File: src/pclb_defines.svh
// Bit positions, latch codes, lock counts and range limits of the configuration latch bank
`ifndef PCLB_DEFINES_SVH
`define PCLB_DEFINES_SVH
`define PCLB_WORD_W 24
`define PCLB_SEL_CTRL 2'h0
`define PCLB_SEL_FDIV 2'h2
`define PCLB_SEL_RDIV 2'h1
`define PCLB_SEL_TEST 2'h3
// Core control latch fields
`define PCLB_CC_CNT_RST 4
`define PCLB_CC_MUX_LSB 5
`define PCLB_CC_PUMP_3ST 8
`define PCLB_CC_POLARITY 9
`define PCLB_CC_PUMP_GAIN 10
`define PCLB_CC_MUTE 11
`define PCLB_CC_CUR1_LSB 14
`define PCLB_CC_CUR2_LSB 17
`define PCLB_CC_PD_TRIG 20
`define PCLB_CC_PD_SYNC 21
`define PCLB_CC_PRESC_LSB 22
// Feedback divider latch fields
`define PCLB_FD_SWALLOW_LSB 2
`define PCLB_FD_MAIN_LSB 8
`define PCLB_FD_PUMP_GAIN 21
`define PCLB_FD_HALVE 22
`define PCLB_FD_HALVE_SRC 23
// Reference divider latch fields
`define PCLB_RD_RATIO_LSB 2
`define PCLB_RD_PRECISION 18
`define PCLB_RD_TEST_EN 19
`define PCLB_RD_BSC_LSB 20
// Lock qualification counts, sync power-down edge count and main count minimum
`define PCLB_LOCK_CYC_FINE 3'h5
`define PCLB_LOCK_CYC_COARSE 3'h3
`define PCLB_SYNC_PD_EDGES 2'h2
`define PCLB_MAIN_MIN 13'h0003
`endif

File: src/pclb_pkg.sv
// Types shared by the configuration latch bank
package pclb_pkg;
  typedef enum logic [1:0] {PCLB_P8, PCLB_P16, PCLB_P32, PCLB_P32B} pclb_presc_t;
  typedef struct packed {
    logic [12:0] main_count;
    logic [4:0] swallow_count;
    logic [1:0] presc_sel;
    logic halve;
    logic halve_src;
  } pclb_fdiv_t;
  typedef struct packed {
    logic pump_3st;
    logic detector_polarity;
    logic [2:0] pump_current;
    logic mute_until_lock;
    logic [2:0] mux_select;
  } pclb_pump_t;
endpackage : pclb_pkg

File: src/pclb_latch_bank.sv
// Serial configuration latch bank with power-down sequencing
`timescale 1ns/1ps
`include "pclb_defines.svh"
// Function
// RULE_01: Address bits route word to control, feedback or reference latch.
// RULE_02: Trigger set with sync mode clear powers down at once.
// RULE_03: Both power-down bits set: wait second reference edge after strobe.
// RULE_04: Chip enable low disables device immediately.
// RULE_05: Power-down loads counters, tristates pump, clears lock, mutes outputs.
// RULE_06: Serial input register keeps working during power-down.
// RULE_07: Pump-gain bit picks second current field, else first.
// RULE_08: Pump-gain bit written through either latch, latest write wins.
// RULE_09: Mute-until-lock keeps RF outputs off until lock.
// RULE_10: Pump three-state bit holds charge pump in three-state.
// RULE_11: Polarity bit one gives positive detector polarity.
// RULE_12: Counter-reset bit holds reference and feedback counters reset.
// RULE_13: Swallow counter is five bits, zero through thirty-one.
// RULE_14: Main counter is thirteen bits, three through 8191.
// RULE_15: Total division is prescaler times main plus swallow.
// RULE_16: Output-halving bit divides RF output by two.
// RULE_17: Halving-source bit feeds halved output to prescaler.
// RULE_18: Reference ratio is fourteen bits, one through 16383.
// RULE_19: Lock after five good cycles with precision set, else three.
// RULE_20: Test-enable clear ignores test latch contents.
// RULE_21: Band-select clock from reference output, optionally divided down.
// RULE_22: Host shifts 24 bits; strobe rise transfers word to latch.
// RULE_23: Host programs reference, then control, then feedback latch.
// RULE_24: Address bits are the two least significant bits.
module pclb_latch_bank (
  input wire logic CLK_SYS,
  input wire logic RST_N,
  input wire logic SER_CLK,
  input wire logic SER_DATA,
  input wire logic LOAD_STROBE,
  input wire logic CHIP_ENABLE,
  input wire logic REF_DIV_OUT,
  input wire logic PHASE_OK,
  output logic POWERED_DOWN,
  output logic COUNTERS_LOAD,
  output logic LOCKED,
  output logic RF_OUT_EN,
  output logic REF_BUF_EN,
  output logic BAND_CLK,
  output logic PUMP_GAIN,
  output pclb_pkg::pclb_pump_t PUMP_CFG,
  output pclb_pkg::pclb_fdiv_t FDIV_CFG,
  output logic [13:0] REF_RATIO,
  output logic [17:0] TOTAL_DIVIDE,
  output logic MAIN_COUNT_BAD,
  output logic REF_RATIO_BAD
);
  import pclb_pkg::*;

  // ************************************************************
  // Input synchronisers
  // ************************************************************
  logic [3:0] meta_q;
  logic [3:0] sync_q;
  logic [3:0] prev_q;
  logic [3:0] raw;
  assign raw = {REF_DIV_OUT, CHIP_ENABLE, LOAD_STROBE, SER_CLK};
  // Two flops per pin; only the second stage and its prev_q copy feed logic
  always_ff @(posedge CLK_SYS)
  begin
    if (!RST_N)
    begin
      meta_q <= 4'h0;
      sync_q <= 4'h0;
      prev_q <= 4'h0;
    end
    else
    begin
      meta_q <= raw;
      sync_q <= meta_q;
      prev_q <= sync_q;
    end
  end
  logic data_meta_q;
  logic data_q;
  logic ok_meta_q;
  logic ok_q;
  // Data and phase flag take the same path so they align with the clock pin
  always_ff @(posedge CLK_SYS)
  begin
    if (!RST_N)
    begin
      data_meta_q <= 1'b0;
      data_q <= 1'b0;
      ok_meta_q <= 1'b0;
      ok_q <= 1'b0;
    end
    else
    begin
      data_meta_q <= SER_DATA;
      data_q <= data_meta_q;
      ok_meta_q <= PHASE_OK;
      ok_q <= ok_meta_q;
    end
  end
  logic sclk_rise;
  logic load_rise;
  logic ce_ok;
  logic ref_rise;
  assign sclk_rise = sync_q[0] & ~prev_q[0];
  assign load_rise = sync_q[1] & ~prev_q[1];
  assign ce_ok = sync_q[2];
  assign ref_rise = sync_q[3] & ~prev_q[3];

  // ************************************************************
  // Serial input register
  // ************************************************************
  logic [23:0] shift_q;
  // RULE_06: shifting never gated by power-down
  // RULE_22: one bit per rising serial clock, MSB first
  always_ff @(posedge CLK_SYS)
  begin
    if (!RST_N)
      shift_q <= 24'h000000;
    else if (sclk_rise)
      shift_q <= {shift_q[22:0], data_q};
  end
  logic [1:0] sel;
  // RULE_24: address in the two lowest bits
  assign sel = {shift_q[1], shift_q[0]};

  // ************************************************************
  // Latches
  // ************************************************************
  logic [23:0] ctrl_q;
  logic [23:0] fdiv_q;
  logic [23:0] rdiv_q;
  logic [23:0] test_q;
  logic gain_q;
  // RULE_01: route word by address on strobe rise
  always_ff @(posedge CLK_SYS)
  begin
    if (!RST_N)
    begin
      ctrl_q <= 24'h000000;
      fdiv_q <= 24'h000000;
      rdiv_q <= 24'h000000;
      test_q <= 24'h000000;
    end
    else if (load_rise)
    begin
      case (sel)
        `PCLB_SEL_CTRL: ctrl_q <= shift_q;
        `PCLB_SEL_FDIV: fdiv_q <= shift_q;
        `PCLB_SEL_RDIV: rdiv_q <= shift_q;
        default: test_q <= shift_q;
      endcase
    end
  end
  // RULE_08: shared pump-gain bit follows latest write via either latch
  always_ff @(posedge CLK_SYS)
  begin
    if (!RST_N)
      gain_q <= 1'b0;
    else if (load_rise && sel == `PCLB_SEL_CTRL)
      gain_q <= shift_q[`PCLB_CC_PUMP_GAIN];
    else if (load_rise && sel == `PCLB_SEL_FDIV)
      gain_q <= shift_q[`PCLB_FD_PUMP_GAIN];
  end
  // RULE_20: test latch only counts when test enable is set; a nonzero test word then holds LOCKED low
  logic test_active;
  assign test_active = rdiv_q[`PCLB_RD_TEST_EN] & (test_q != 24'h000000);

  // ************************************************************
  // Power-down sequencing
  // ************************************************************
  typedef enum logic [1:0] {PD_RUN, PD_WAIT, PD_DOWN} pclb_pd_state_t;
  pclb_pd_state_t pd_q;
  logic [1:0] edges_q;
  logic pd_trig;
  logic pd_sync;
  logic ctrl_load;
  assign pd_trig = ctrl_q[`PCLB_CC_PD_TRIG];
  assign pd_sync = ctrl_q[`PCLB_CC_PD_SYNC];
  assign ctrl_load = load_rise && sel == `PCLB_SEL_CTRL;
  // Synchronous mode counts reference edges after the strobe so the loop
  // stops at a phase-detector boundary and no frequency jump occurs
  always_ff @(posedge CLK_SYS)
  begin
    if (!RST_N)
    begin
      pd_q <= PD_RUN;
      edges_q <= 2'h0;
    end
    else
    begin
      case (pd_q)
        PD_RUN:
        begin
          edges_q <= 2'h0;
          // RULE_02: asynchronous power-down at once
          if (pd_trig && !pd_sync)
            pd_q <= PD_DOWN;
          // RULE_03: synchronous power-down waits for reference edges
          // The incoming word is read here: the latch itself only updates at this edge
          else if (ctrl_load && shift_q[`PCLB_CC_PD_TRIG] && shift_q[`PCLB_CC_PD_SYNC])
            pd_q <= PD_WAIT;
        end
        PD_WAIT:
        begin
          if (!pd_trig)
            pd_q <= PD_RUN;
          else if (!pd_sync)
            pd_q <= PD_DOWN;
          else if (ref_rise)
          begin
            edges_q <= edges_q + 2'h1;
            if (edges_q + 2'h1 == `PCLB_SYNC_PD_EDGES)
              pd_q <= PD_DOWN;
          end
        end
        PD_DOWN:
        begin
          edges_q <= 2'h0;
          if (!pd_trig)
            pd_q <= PD_RUN;
        end
        default: pd_q <= PD_RUN;
      endcase
    end
  end
  logic down;
  // RULE_04: chip enable low overrides both power-down bits
  assign down = !ce_ok || pd_q == PD_DOWN;

  // ************************************************************
  // Lock detect
  // ************************************************************
  logic [2:0] good_q;
  logic [2:0] need;
  // RULE_19: five good cycles with precision set, three otherwise
  assign need = rdiv_q[`PCLB_RD_PRECISION] ? `PCLB_LOCK_CYC_FINE : `PCLB_LOCK_CYC_COARSE;
  always_ff @(posedge CLK_SYS)
  begin
    if (!RST_N)
      good_q <= 3'h0;
    // RULE_05: lock detect cleared on power-down
    else if (down || ctrl_q[`PCLB_CC_CNT_RST])
      good_q <= 3'h0;
    else if (ref_rise)
    begin
      if (!ok_q)
        good_q <= 3'h0;
      else if (good_q < need)
        good_q <= good_q + 3'h1;
    end
  end

  // ************************************************************
  // Band-select clock divider
  // ************************************************************
  logic [2:0] bsc_q;
  logic [2:0] bsc_mask;
  // RULE_21: divide reference output by 1, 2, 4 or 8
  always_comb
  begin
    case (rdiv_q[`PCLB_RD_BSC_LSB +: 2])
      2'h0: bsc_mask = 3'h0;
      2'h1: bsc_mask = 3'h1;
      2'h2: bsc_mask = 3'h3;
      default: bsc_mask = 3'h7;
    endcase
  end
  always_ff @(posedge CLK_SYS)
  begin
    if (!RST_N || down)
      bsc_q <= 3'h0;
    else if (ref_rise)
      bsc_q <= bsc_q + 3'h1;
  end

  // ************************************************************
  // Decoded outputs
  // ************************************************************
  logic [12:0] main_cnt;
  logic [4:0] swallow;
  logic [5:0] modulus;
  // RULE_13: five-bit swallow count, any value valid
  assign swallow = fdiv_q[`PCLB_FD_SWALLOW_LSB +: 5];
  // RULE_14: thirteen-bit main count
  assign main_cnt = fdiv_q[`PCLB_FD_MAIN_LSB +: 13];
  always_comb
  begin
    case (pclb_presc_t'(ctrl_q[`PCLB_CC_PRESC_LSB +: 2]))
      PCLB_P8: modulus = 6'h08;
      PCLB_P16: modulus = 6'h10;
      default: modulus = 6'h20;
    endcase
  end
  // Registered outputs; divider figures are informational for the analog core
  always_ff @(posedge CLK_SYS)
  begin
    if (!RST_N)
    begin
      POWERED_DOWN <= 1'b1;
      COUNTERS_LOAD <= 1'b1;
      LOCKED <= 1'b0;
      RF_OUT_EN <= 1'b0;
      REF_BUF_EN <= 1'b0;
      BAND_CLK <= 1'b0;
      PUMP_GAIN <= 1'b0;
      PUMP_CFG <= '0;
      FDIV_CFG <= '0;
      REF_RATIO <= 14'h0000;
      TOTAL_DIVIDE <= 18'h00000;
      MAIN_COUNT_BAD <= 1'b0;
      REF_RATIO_BAD <= 1'b0;
    end
    else
    begin
      POWERED_DOWN <= down;
      // RULE_05: counters held at load state in power-down
      // RULE_12: counter reset bit holds counters too
      COUNTERS_LOAD <= down | ctrl_q[`PCLB_CC_CNT_RST];
      LOCKED <= !down && good_q >= need && !test_active;
      // RULE_09: outputs stay muted until lock when enabled
      RF_OUT_EN <= !down && (!ctrl_q[`PCLB_CC_MUTE] || LOCKED);
      REF_BUF_EN <= !down;
      BAND_CLK <= (bsc_q & bsc_mask) == 3'h0 && sync_q[3];
      PUMP_GAIN <= gain_q;
      // RULE_10: three-state by bit or power-down
      PUMP_CFG.pump_3st <= down | ctrl_q[`PCLB_CC_PUMP_3ST];
      // RULE_11: one means positive polarity
      PUMP_CFG.detector_polarity <= ctrl_q[`PCLB_CC_POLARITY];
      // RULE_07: gain picks the second or first current field
      PUMP_CFG.pump_current <= gain_q ? ctrl_q[`PCLB_CC_CUR2_LSB +: 3]
                                      : ctrl_q[`PCLB_CC_CUR1_LSB +: 3];
      PUMP_CFG.mute_until_lock <= ctrl_q[`PCLB_CC_MUTE];
      PUMP_CFG.mux_select <= ctrl_q[`PCLB_CC_MUX_LSB +: 3];
      FDIV_CFG.main_count <= main_cnt;
      FDIV_CFG.swallow_count <= swallow;
      FDIV_CFG.presc_sel <= ctrl_q[`PCLB_CC_PRESC_LSB +: 2];
      // RULE_16: output halving
      FDIV_CFG.halve <= fdiv_q[`PCLB_FD_HALVE];
      // RULE_17: halved or fundamental to prescaler
      FDIV_CFG.halve_src <= fdiv_q[`PCLB_FD_HALVE_SRC];
      // RULE_18: fourteen-bit reference ratio, zero flagged
      REF_RATIO <= rdiv_q[`PCLB_RD_RATIO_LSB +: 14];
      REF_RATIO_BAD <= rdiv_q[`PCLB_RD_RATIO_LSB +: 14] == 14'h0000;
      MAIN_COUNT_BAD <= main_cnt < `PCLB_MAIN_MIN;
      // RULE_15: modulus times main plus swallow
      // Largest product plus swallow fills all 18 bits exactly
      TOTAL_DIVIDE <= 18'(modulus) * 18'(main_cnt) + 18'(swallow);
    end
  end
endmodule : pclb_latch_bank

File: config.mk
export PLATFORM = sky130hd
export DESIGN_NAME = pclb_latch_bank
export DESIGN_NICKNAME = d
export VERILOG_FILES = /design/src/pclb_pkg.sv /design/src/pclb_latch_bank.sv
export VERILOG_INCLUDE_DIRS = /design/src
export SDC_FILE = /design/constraint.sdc
export NUM_CORES = 1
export LEC_CHECK = 0
export ABC_AREA = 0
export BUFFER_PORTS_ARGS = -buffer_cell sky130_fd_sc_hd__clkbuf_2
export CAP_MARGIN = 10
export CORE_ASPECT_RATIO = 1.2
export CORE_MARGIN = 2
export CORE_UTILIZATION = 23
export CTS_CLUSTER_SIZE = 14
export DETAILED_ROUTE_END_ITERATION = 16
export SYNTH_ARGS = -nofsm -noshare
export SYNTH_HDL_FRONTEND = slang
export SYNTH_SLANG_ARGS = --single-unit
File: constraint.sdc
create_clock -name CLK_SYS -period 9.21 [get_ports CLK_SYS]
set_input_delay 0 -clock CLK_SYS [delete_from_list [all_inputs] [get_ports CLK_SYS]]
set_output_delay 0 -clock CLK_SYS [all_outputs]
set_load 0.005 [all_outputs]
==> impl_metrics.tcl, run 1 <==
set metrics [dict create \
    cp_slowest_cell "nor2b_1" \
    hold_depth 3 \
    root_buffer "clkbuf_16" \
    max-clock-path-buffers 2 \
    boundaryPins 80 \
    timing.setup.tns_ps 0 \
    syn_to_final_growth_pct 18.0 \
    core_area_sq_um 34300 \
    path_clk_slew_ps 80 \
    rr_worst_depth 12 \
    post_cts_buffers 0 \
    route.vias.total 6029 \
    yosysTopAreaCellShare 0.494 \
    final_cell_count_no_fill 1429 \
    via_per_inst 4.22 \
    drt-total-wl_um 18500 \
    final_core_util 0.276 \
    powerDensity_nw_per_um2 173 \
    synth_ff_type "dfxtp_1" \
    vdd_drop_max_uv 131 \
    outcome "completed" \
    wl_per_cell_um 12.9 \
    final_min_period_over_clock_period 0.449 \
    slowest_delay_ps 590 \
    grt.total_usage 0.104 \
    leakage_nw 3.90 \
    worst-path-buf-inv 0 \
    synth_nets 979 \
    slew_violations 0 \
    hold_viol_final 0 \
    rows 74 \
    worst_slack_ps 5080 \
    worstPathArrival_ps 4500 \
    dp_hpwl_um 12700 \
    synth_top_cells_by_area "dfxtp_1 (49%), nand2_1 (11%), ha_1 (8.3%)" \
    cp_top_family "adder cells" \
    ff2ff_setup_slack_ps 5080 \
    detail-route-antenna-nets 0 \
    grt_pass1_wl_um 30400 \
    synth_largest_area_cell "dfxtp_1" \
    holdCritPathClass "input port to flop" \
    hp-start "REF_DIV_OUT" \
    tightest_slew_ps 1100 \
    synth_cell_type_count 46 \
    worstReg2RegEnd "TOTAL_DIVIDE[16]" \
    die_h_um 209 \
    fmax_ghz 0.242 \
    layout-drive-gt1-share 0.121 \
    antenna_found_initial 0 \
    initial_core_util 0.234 \
    syn_area_per_cell_sq_um 8.86 \
    place_ws_ps 5080 \
    async_flop_share 0 \
    drtIter0Drc 418 \
    critPathCaptureType "flop" \
    rsz0062_at_grt "false" \
    cts_resized 0 \
    post-route-min-period_ps 4130 \
    cts_buffers 17 \
    firstDrtPassIters 4 \
    max_slew_margin 0.266 \
    synthCells 906 \
    yosys_warnings 0 \
    fin_area_sq_um 9470 \
    cts_hold_buf 7 \
    die_w_um 175 \
    grt_pass1_vias 5864 \
    path_cells "nor2b_1 -> and2_1 -> fa_1 -> ha_1 -> ha_1 -> ha_1 -> ha_1 -> o21a_1 -> o21ai_0 -> a31oi_1 -> a221oi_1 -> mux2i_1" \
    drc 0 \
    io_buffer_count 79 \
    gp_congestion 0.798 \
    htreeDepth 4 \
    synth_seq_cells 198 \
    power.total_mw 1.64 \
    seq_area_frac_synth 0.494 \
    cpMostUsedCell "ha_1" \
    grt_max_degree 106 \
    diodes 0 \
    die_area_sq_um 36400 \
    hold_end "meta_q[3]" \
    fin_skew_ps 14.9 \
    regToRegStartpoint "ctrl_q[23]" \
    cp_max_fo 17 \
    setup_viol 0 \
    crit_required_ps 9580 \
    dp.cells 1390 \
    grt-ovfl-total 0 \
    hold_slack_ps 311 \
    critPathKind "flop to flop" \
    clock-sinks 198 \
    startpoint_type "flop" \
    cts_tree "built" \
    placed_cell_area_sq_um 8790 \
    syn-cell-area_sq_um 8020 \
    synth_edf_count 0 \
    insertion_delay_ps 440 \
    final_nets 1033 \
    maxCapViolCount 0 \
]
## cell usage in the layout, fill, tap and decap left out, types with 5 or more instances in the layout
master,instances
inv_1,18
xnor2_1,9
clkinv_8,5
dlygate4sd3_1,7
nand2_1,236
nor2_1,24
inv_6,5
nand3_1,8
clkbuf_16,17
ha_1,53
o21ai_0,7
dfxtp_1,198
nor4_1,11
a21o_1,6
and3_1,5
a21oi_1,118
a31oi_1,5
xor2_1,5
and2_1,89
fa_1,12
clkbuf_2,79
## synthesized netlist by cell type, types with 3 or more instances
library cell and instances:
nand3_1 8, buf_1 6, inv_1 19, a211oi_1 4
mux2i_1 4, buf_4 3, nand2_1 236, a21o_1 6
nand2b_1 4, xnor2_1 9, nor2b_1 5, nor2_1 24
o21ai_0 7, nor4_1 11, clkbuf_1 38, dfxtp_1 198
a21oi_1 118, nor3_1 4, or3_1 3, and2_1 89
buf_2 5, and3_1 5, ha_1 53, xor2_1 5
a31oi_1 5, fa_1 12
## worst register-to-register path, delay by kind of cell, from the launching register on
family	cells	cell delay, ps
flops	1	460
compound gates	4	870
fa+ha+maj	5	1690
simple gates	2	830
mux	1	210
## per-layer routing
metal,share of wire,track usage,up-vias
li1,-,-,3093
met1,0.47,0.135,2815
met2,0.48,0.173,109
met3,0.037,0.0195,12
met4,0.012,0.0328,0
met5,0,0,-
## kinds of logic (layout without fill, tap and decap cells)
logic type | Yosys count | in the layout | synth area share
AO/OA/AOI/OAI | 151 | 151 | 0.103
AND/OR/NAND/NOR | 402 | 402 | 0.235
flip-flops | 198 | 198 | 0.494
buffers and inverters | 72 | 139 | 0.0360
adder cells (fa/ha/maj) | 65 | 65 | 0.113
multiplexers | 4 | 4 | 0.00499
XOR/XNOR | 14 | 14 | 0.0153
## flip-flops by register name, summed over array words and instances (netlist names), 3 cells and up
| name | flops |
|---|---|
| good_q | 3 |
| fdiv_q | 20 |
| ctrl_q | 17 |
| sync_q | 4 |
| FDIV_CFG | 22 |
| PUMP_CFG | 9 |
| shift_q | 24 |
| bsc_q | 3 |
| TOTAL_DIVIDE | 15 |
| test_q | 24 |
| rdiv_q | 18 |
| meta_q | 4 |
| prev_q | 3 |
| REF_RATIO | 14 |
## power by group
| group | internal [mW] | switching [mW] |
|---|---|---|
| sequential | 0.860 | 0.00225 |
| combinational | 0.00814 | 0.0218 |
| clock | 0.370 | 0.375 |
## how the worst max path moves through the flow
| stage | from | cells after the start | endpoint |
|---|---|---|---|
| 2_1_floorplan | ctrl_q[22] | 13 | TOTAL_DIVIDE[16] |
| 5_1_grt | ctrl_q[23] | 12 | TOTAL_DIVIDE[16] |
| 6_report | ctrl_q[23] | 12 | TOTAL_DIVIDE[16] |
| 3_5_place_dp | ctrl_q[23] | 12 | TOTAL_DIVIDE[16] |
| 3_3_place_gp | ctrl_q[23] | 12 | TOTAL_DIVIDE[16] |
| 4_1_cts | ctrl_q[23] | 12 | TOTAL_DIVIDE[16] |
## layout make-up
cell class | instances | area [sq um]
Clock buffer | 17 | 425
Timing Repair Buffer | 88 | 480
Multi-Input combinational cell | 636 | 3770
Clock inverter | 15 | 179
Fill cell | 3700 | 24800
Tap cell | 456 | 571
Inverter | 19 | 72.6
Sequential cell | 198 | 3960
(Power assumes the default switching activity.)
==> run 2: changes to the inputs <==
--- a/config.mk
+++ b/config.mk
@@ -6,7 +6,7 @@
 export SDC_FILE = /design/constraint.sdc
 export NUM_CORES = 1
 export LEC_CHECK = 0
-export ABC_AREA = 0
+export ABC_AREA = 1
 export BUFFER_PORTS_ARGS = -buffer_cell sky130_fd_sc_hd__clkbuf_2
 export CAP_MARGIN = 10
 export CORE_ASPECT_RATIO = 1.2
==> constraint.sdc (replaced) <==
create_clock -name CLK_SYS -period 3.3 [get_ports CLK_SYS]
set_input_delay 0 -clock CLK_SYS [delete_from_list [all_inputs] [get_ports CLK_SYS]]
set_output_delay 0 -clock CLK_SYS [all_outputs]
set_load 0.005 [all_outputs]
==> impl_metrics.tcl, run 2 <==
set metrics [dict create \
    synth_largest_area_cell "dfxtp_1" \
    worst-path-buf-inv 2 \
    drt-total-wl_um 20100 \
    final_nets 1204 \
    rows 76 \
    io_buffer_count 79 \
    outcome "completed" \
    vdd_drop_max_uv 399 \
    yosys_warnings 0 \
    final_common_cell "dfxtp_1" \
    holdCritPathClass "input port to flop" \
    synth_nets 1114 \
    die_h_um 213 \
    initial_core_util 0.233 \
    grt_max_degree 105 \
    dp_hpwl_um 13900 \
    insertion_delay_ps 450 \
    hold_viol_final 0 \
    root_buffer "clkbuf_16" \
    max-clock-path-buffers 2 \
    place_ws_ps -54.9 \
    syn-cell-area_sq_um 8350 \
    grt_pass1_wl_um 32000 \
    final_cell_count_no_fill 1612 \
    async_flop_share 0 \
    antenna_found_initial 0 \
    drtIter0Drc 403 \
    die_w_um 178 \
    via_per_inst 4.14 \
    syn_to_final_growth_pct 23.6 \
    die_area_sq_um 37800 \
    grt.total_usage 0.107 \
    firstDrtPassIters 7 \
    critPathCaptureType "flop" \
    startpoint_type "flop" \
    yosysTopAreaCellShare 0.475 \
    fmax_ghz 0.310 \
    cp_max_fo 7 \
    detail-route-antenna-nets 0 \
    post-route-min-period_ps 3230 \
    fin_skew_ps 14.3 \
    max_slew_margin 0.463 \
    setup_viol 0 \
    worst_slack_ps 73.8 \
    crit_required_ps 3690 \
    path_cells "inv_1 -> nor2_4 -> inv_4 -> nor2_2 -> fa_1 -> ha_1 -> ha_1 -> ha_1 -> ha_4 -> a21oi_1 -> nor2_1 -> nor2_1 -> nand3_1 -> nand2_1 -> nand2_1 -> nor2_1" \
    n_fill_cell 3811 \
    grt_pass1_vias 6400 \
    cp_top_family "adder cells" \
    reg_top3 "shift_q: 24 flops, test_q: 24 flops, FDIV_CFG: 22 flops" \
    powerDensity_nw_per_um2 469 \
    final_min_period_over_clock_period 0.978 \
    core_area_sq_um 35800 \
    synth_cell_type_count 40 \
    synthCells 1041 \
    cp_slowest_cell "fa_1" \
    synth_top_cells_by_area "dfxtp_1 (47%), ha_1 (7.9%), nor2_1 (7.6%)" \
    cts_tree "built" \
    htreeDepth 4 \
    yosys-top-cells-count "dfxtp_1 (198), nor2_1 (168), inv_1 (154), nand2_1 (146), o21ai_0 (100)" \
    cts_buffers 17 \
    maxCapViolCount 0 \
    yosysMostFrequentCell "dfxtp_1" \
    critPathKind "flop to flop" \
    grt-ovfl-total 0 \
    layout-drive-gt1-share 0.175 \
    dp.cells 1567 \
    boundaryPins 80 \
    diodes 0 \
    worstPathArrival_ps 3610 \
    route.vias.total 6681 \
    synth_ff_type "dfxtp_1" \
    seq_area_frac_synth 0.475 \
    synth_seq_cells 198 \
    power.total_mw 4.84 \
    clock-sinks 198 \
    leakage_nw 4.94 \
    wl_per_cell_um 12.5 \
    slowest_delay_ps 430 \
    gp_congestion 0.812 \
    synth_edf_count 0 \
    drc 0 \
    slew_violations 0 \
    tightest_slew_ps 804 \
    path_clk_slew_ps 80 \
    syn_area_per_cell_sq_um 8.02 \
    mostFrequentLayoutCells "dfxtp_1 (195), nor2_1 (158), inv_1 (154)" \
]
[run 2: cell type report]
| type | instances | area [sq um] | share of cell area |
|---|---|---|---|
| multi-input cells | 638 | 3830 | 0.372 |
| repair buffers | 114 | 707 | 0.0685 |
| well taps | 468 | 586 | 0.0568 |
| flip-flops and latches | 198 | 3970 | 0.385 |
| clock inverters | 14 | 168 | 0.0163 |
| clock buffers | 18 | 439 | 0.0426 |
| inverters | 162 | 614 | 0.0596 |
[run 2: timing repair]
action                                  CTS  global route
pin swaps                                 0             4
endpoints found under the setup margin    5             9
gates resized for setup                  11            35
setup buffers                             0             1
hold buffers                             12             0
hold endpoints to repair                 17             0
[run 2: kinds of logic after synthesis]
family,share of synthesized area
xor gates and xnor gates,0.00315
adders and majority gates,0.108
DFF,0.475
AOI/OAI and AO/OA,0.124
buffers and inverters,0.101
and+or+nand+nor,0.188
[run 2: path summary, 6_finish.rpt]
check                                start          endpoint  slack [ps]  cells past startpoint
worst min register to register   ok_meta_q              ok_q         410                      2
worst max register to register  ctrl_q[22]  TOTAL_DIVIDE[15]          70                     16
worst min-delay path              SER_DATA       data_meta_q         290                      4
worst max-delay path            ctrl_q[22]  TOTAL_DIVIDE[15]          70                     16
[run 2: routing by layer]
| metal | wire length, um | GRT usage | vias to the layer above |
|---|---|---|---|
| li1 | - | - | 3450 |
| met1 | 8930 | 0.133 | 3076 |
| met2 | 9830 | 0.181 | 135 |
| met3 | 966 | 0.0235 | 20 |
| met4 | 368 | 0.0407 | 0 |
| met5 | 0 | 0 | - |
[run 2: worst reg2reg max path, stage by stage (launching register included)]
cell and delay [ps]:
dfxtp_2 360, inv_1 90, nor2_4 130, inv_4 80, nor2_2 110, fa_1 430
ha_1 310, ha_1 310, ha_1 360, ha_4 280, a21oi_1 250, nor2_1 70
nor2_1 100, nand3_1 100, nand2_1 70, nand2_1 40, nor2_1 100
[run 2: where the power goes]
| group | total [mW] | internal, mW | switching [mW] | leakage (nW) |
|---|---|---|---|---|
| clock | 2.12 | 1.10 | 1.02 | 0.295 |
| combinational | 0.229 | 0.0875 | 0.142 | 3.04 |
| sequential | 2.49 | 2.44 | 0.0499 | 1.61 |
| total | 4.84 | 3.63 | 1.21 | 4.94 |
[run 2: metrics by stage]
stage          hold slack [ps]  TNS, ps  utilization  instance area (sq um)
3_5_place_dp               196     -179        0.259                   9280
6_report                   287        0        0.288                  10300
5_1_grt                    314     -228        0.288                  10300
4_1_cts                    273        0        0.281                  10100
3_3_place_gp               188     -112        0.259                   9280
2_1_floorplan             97.6        0            -                   8350
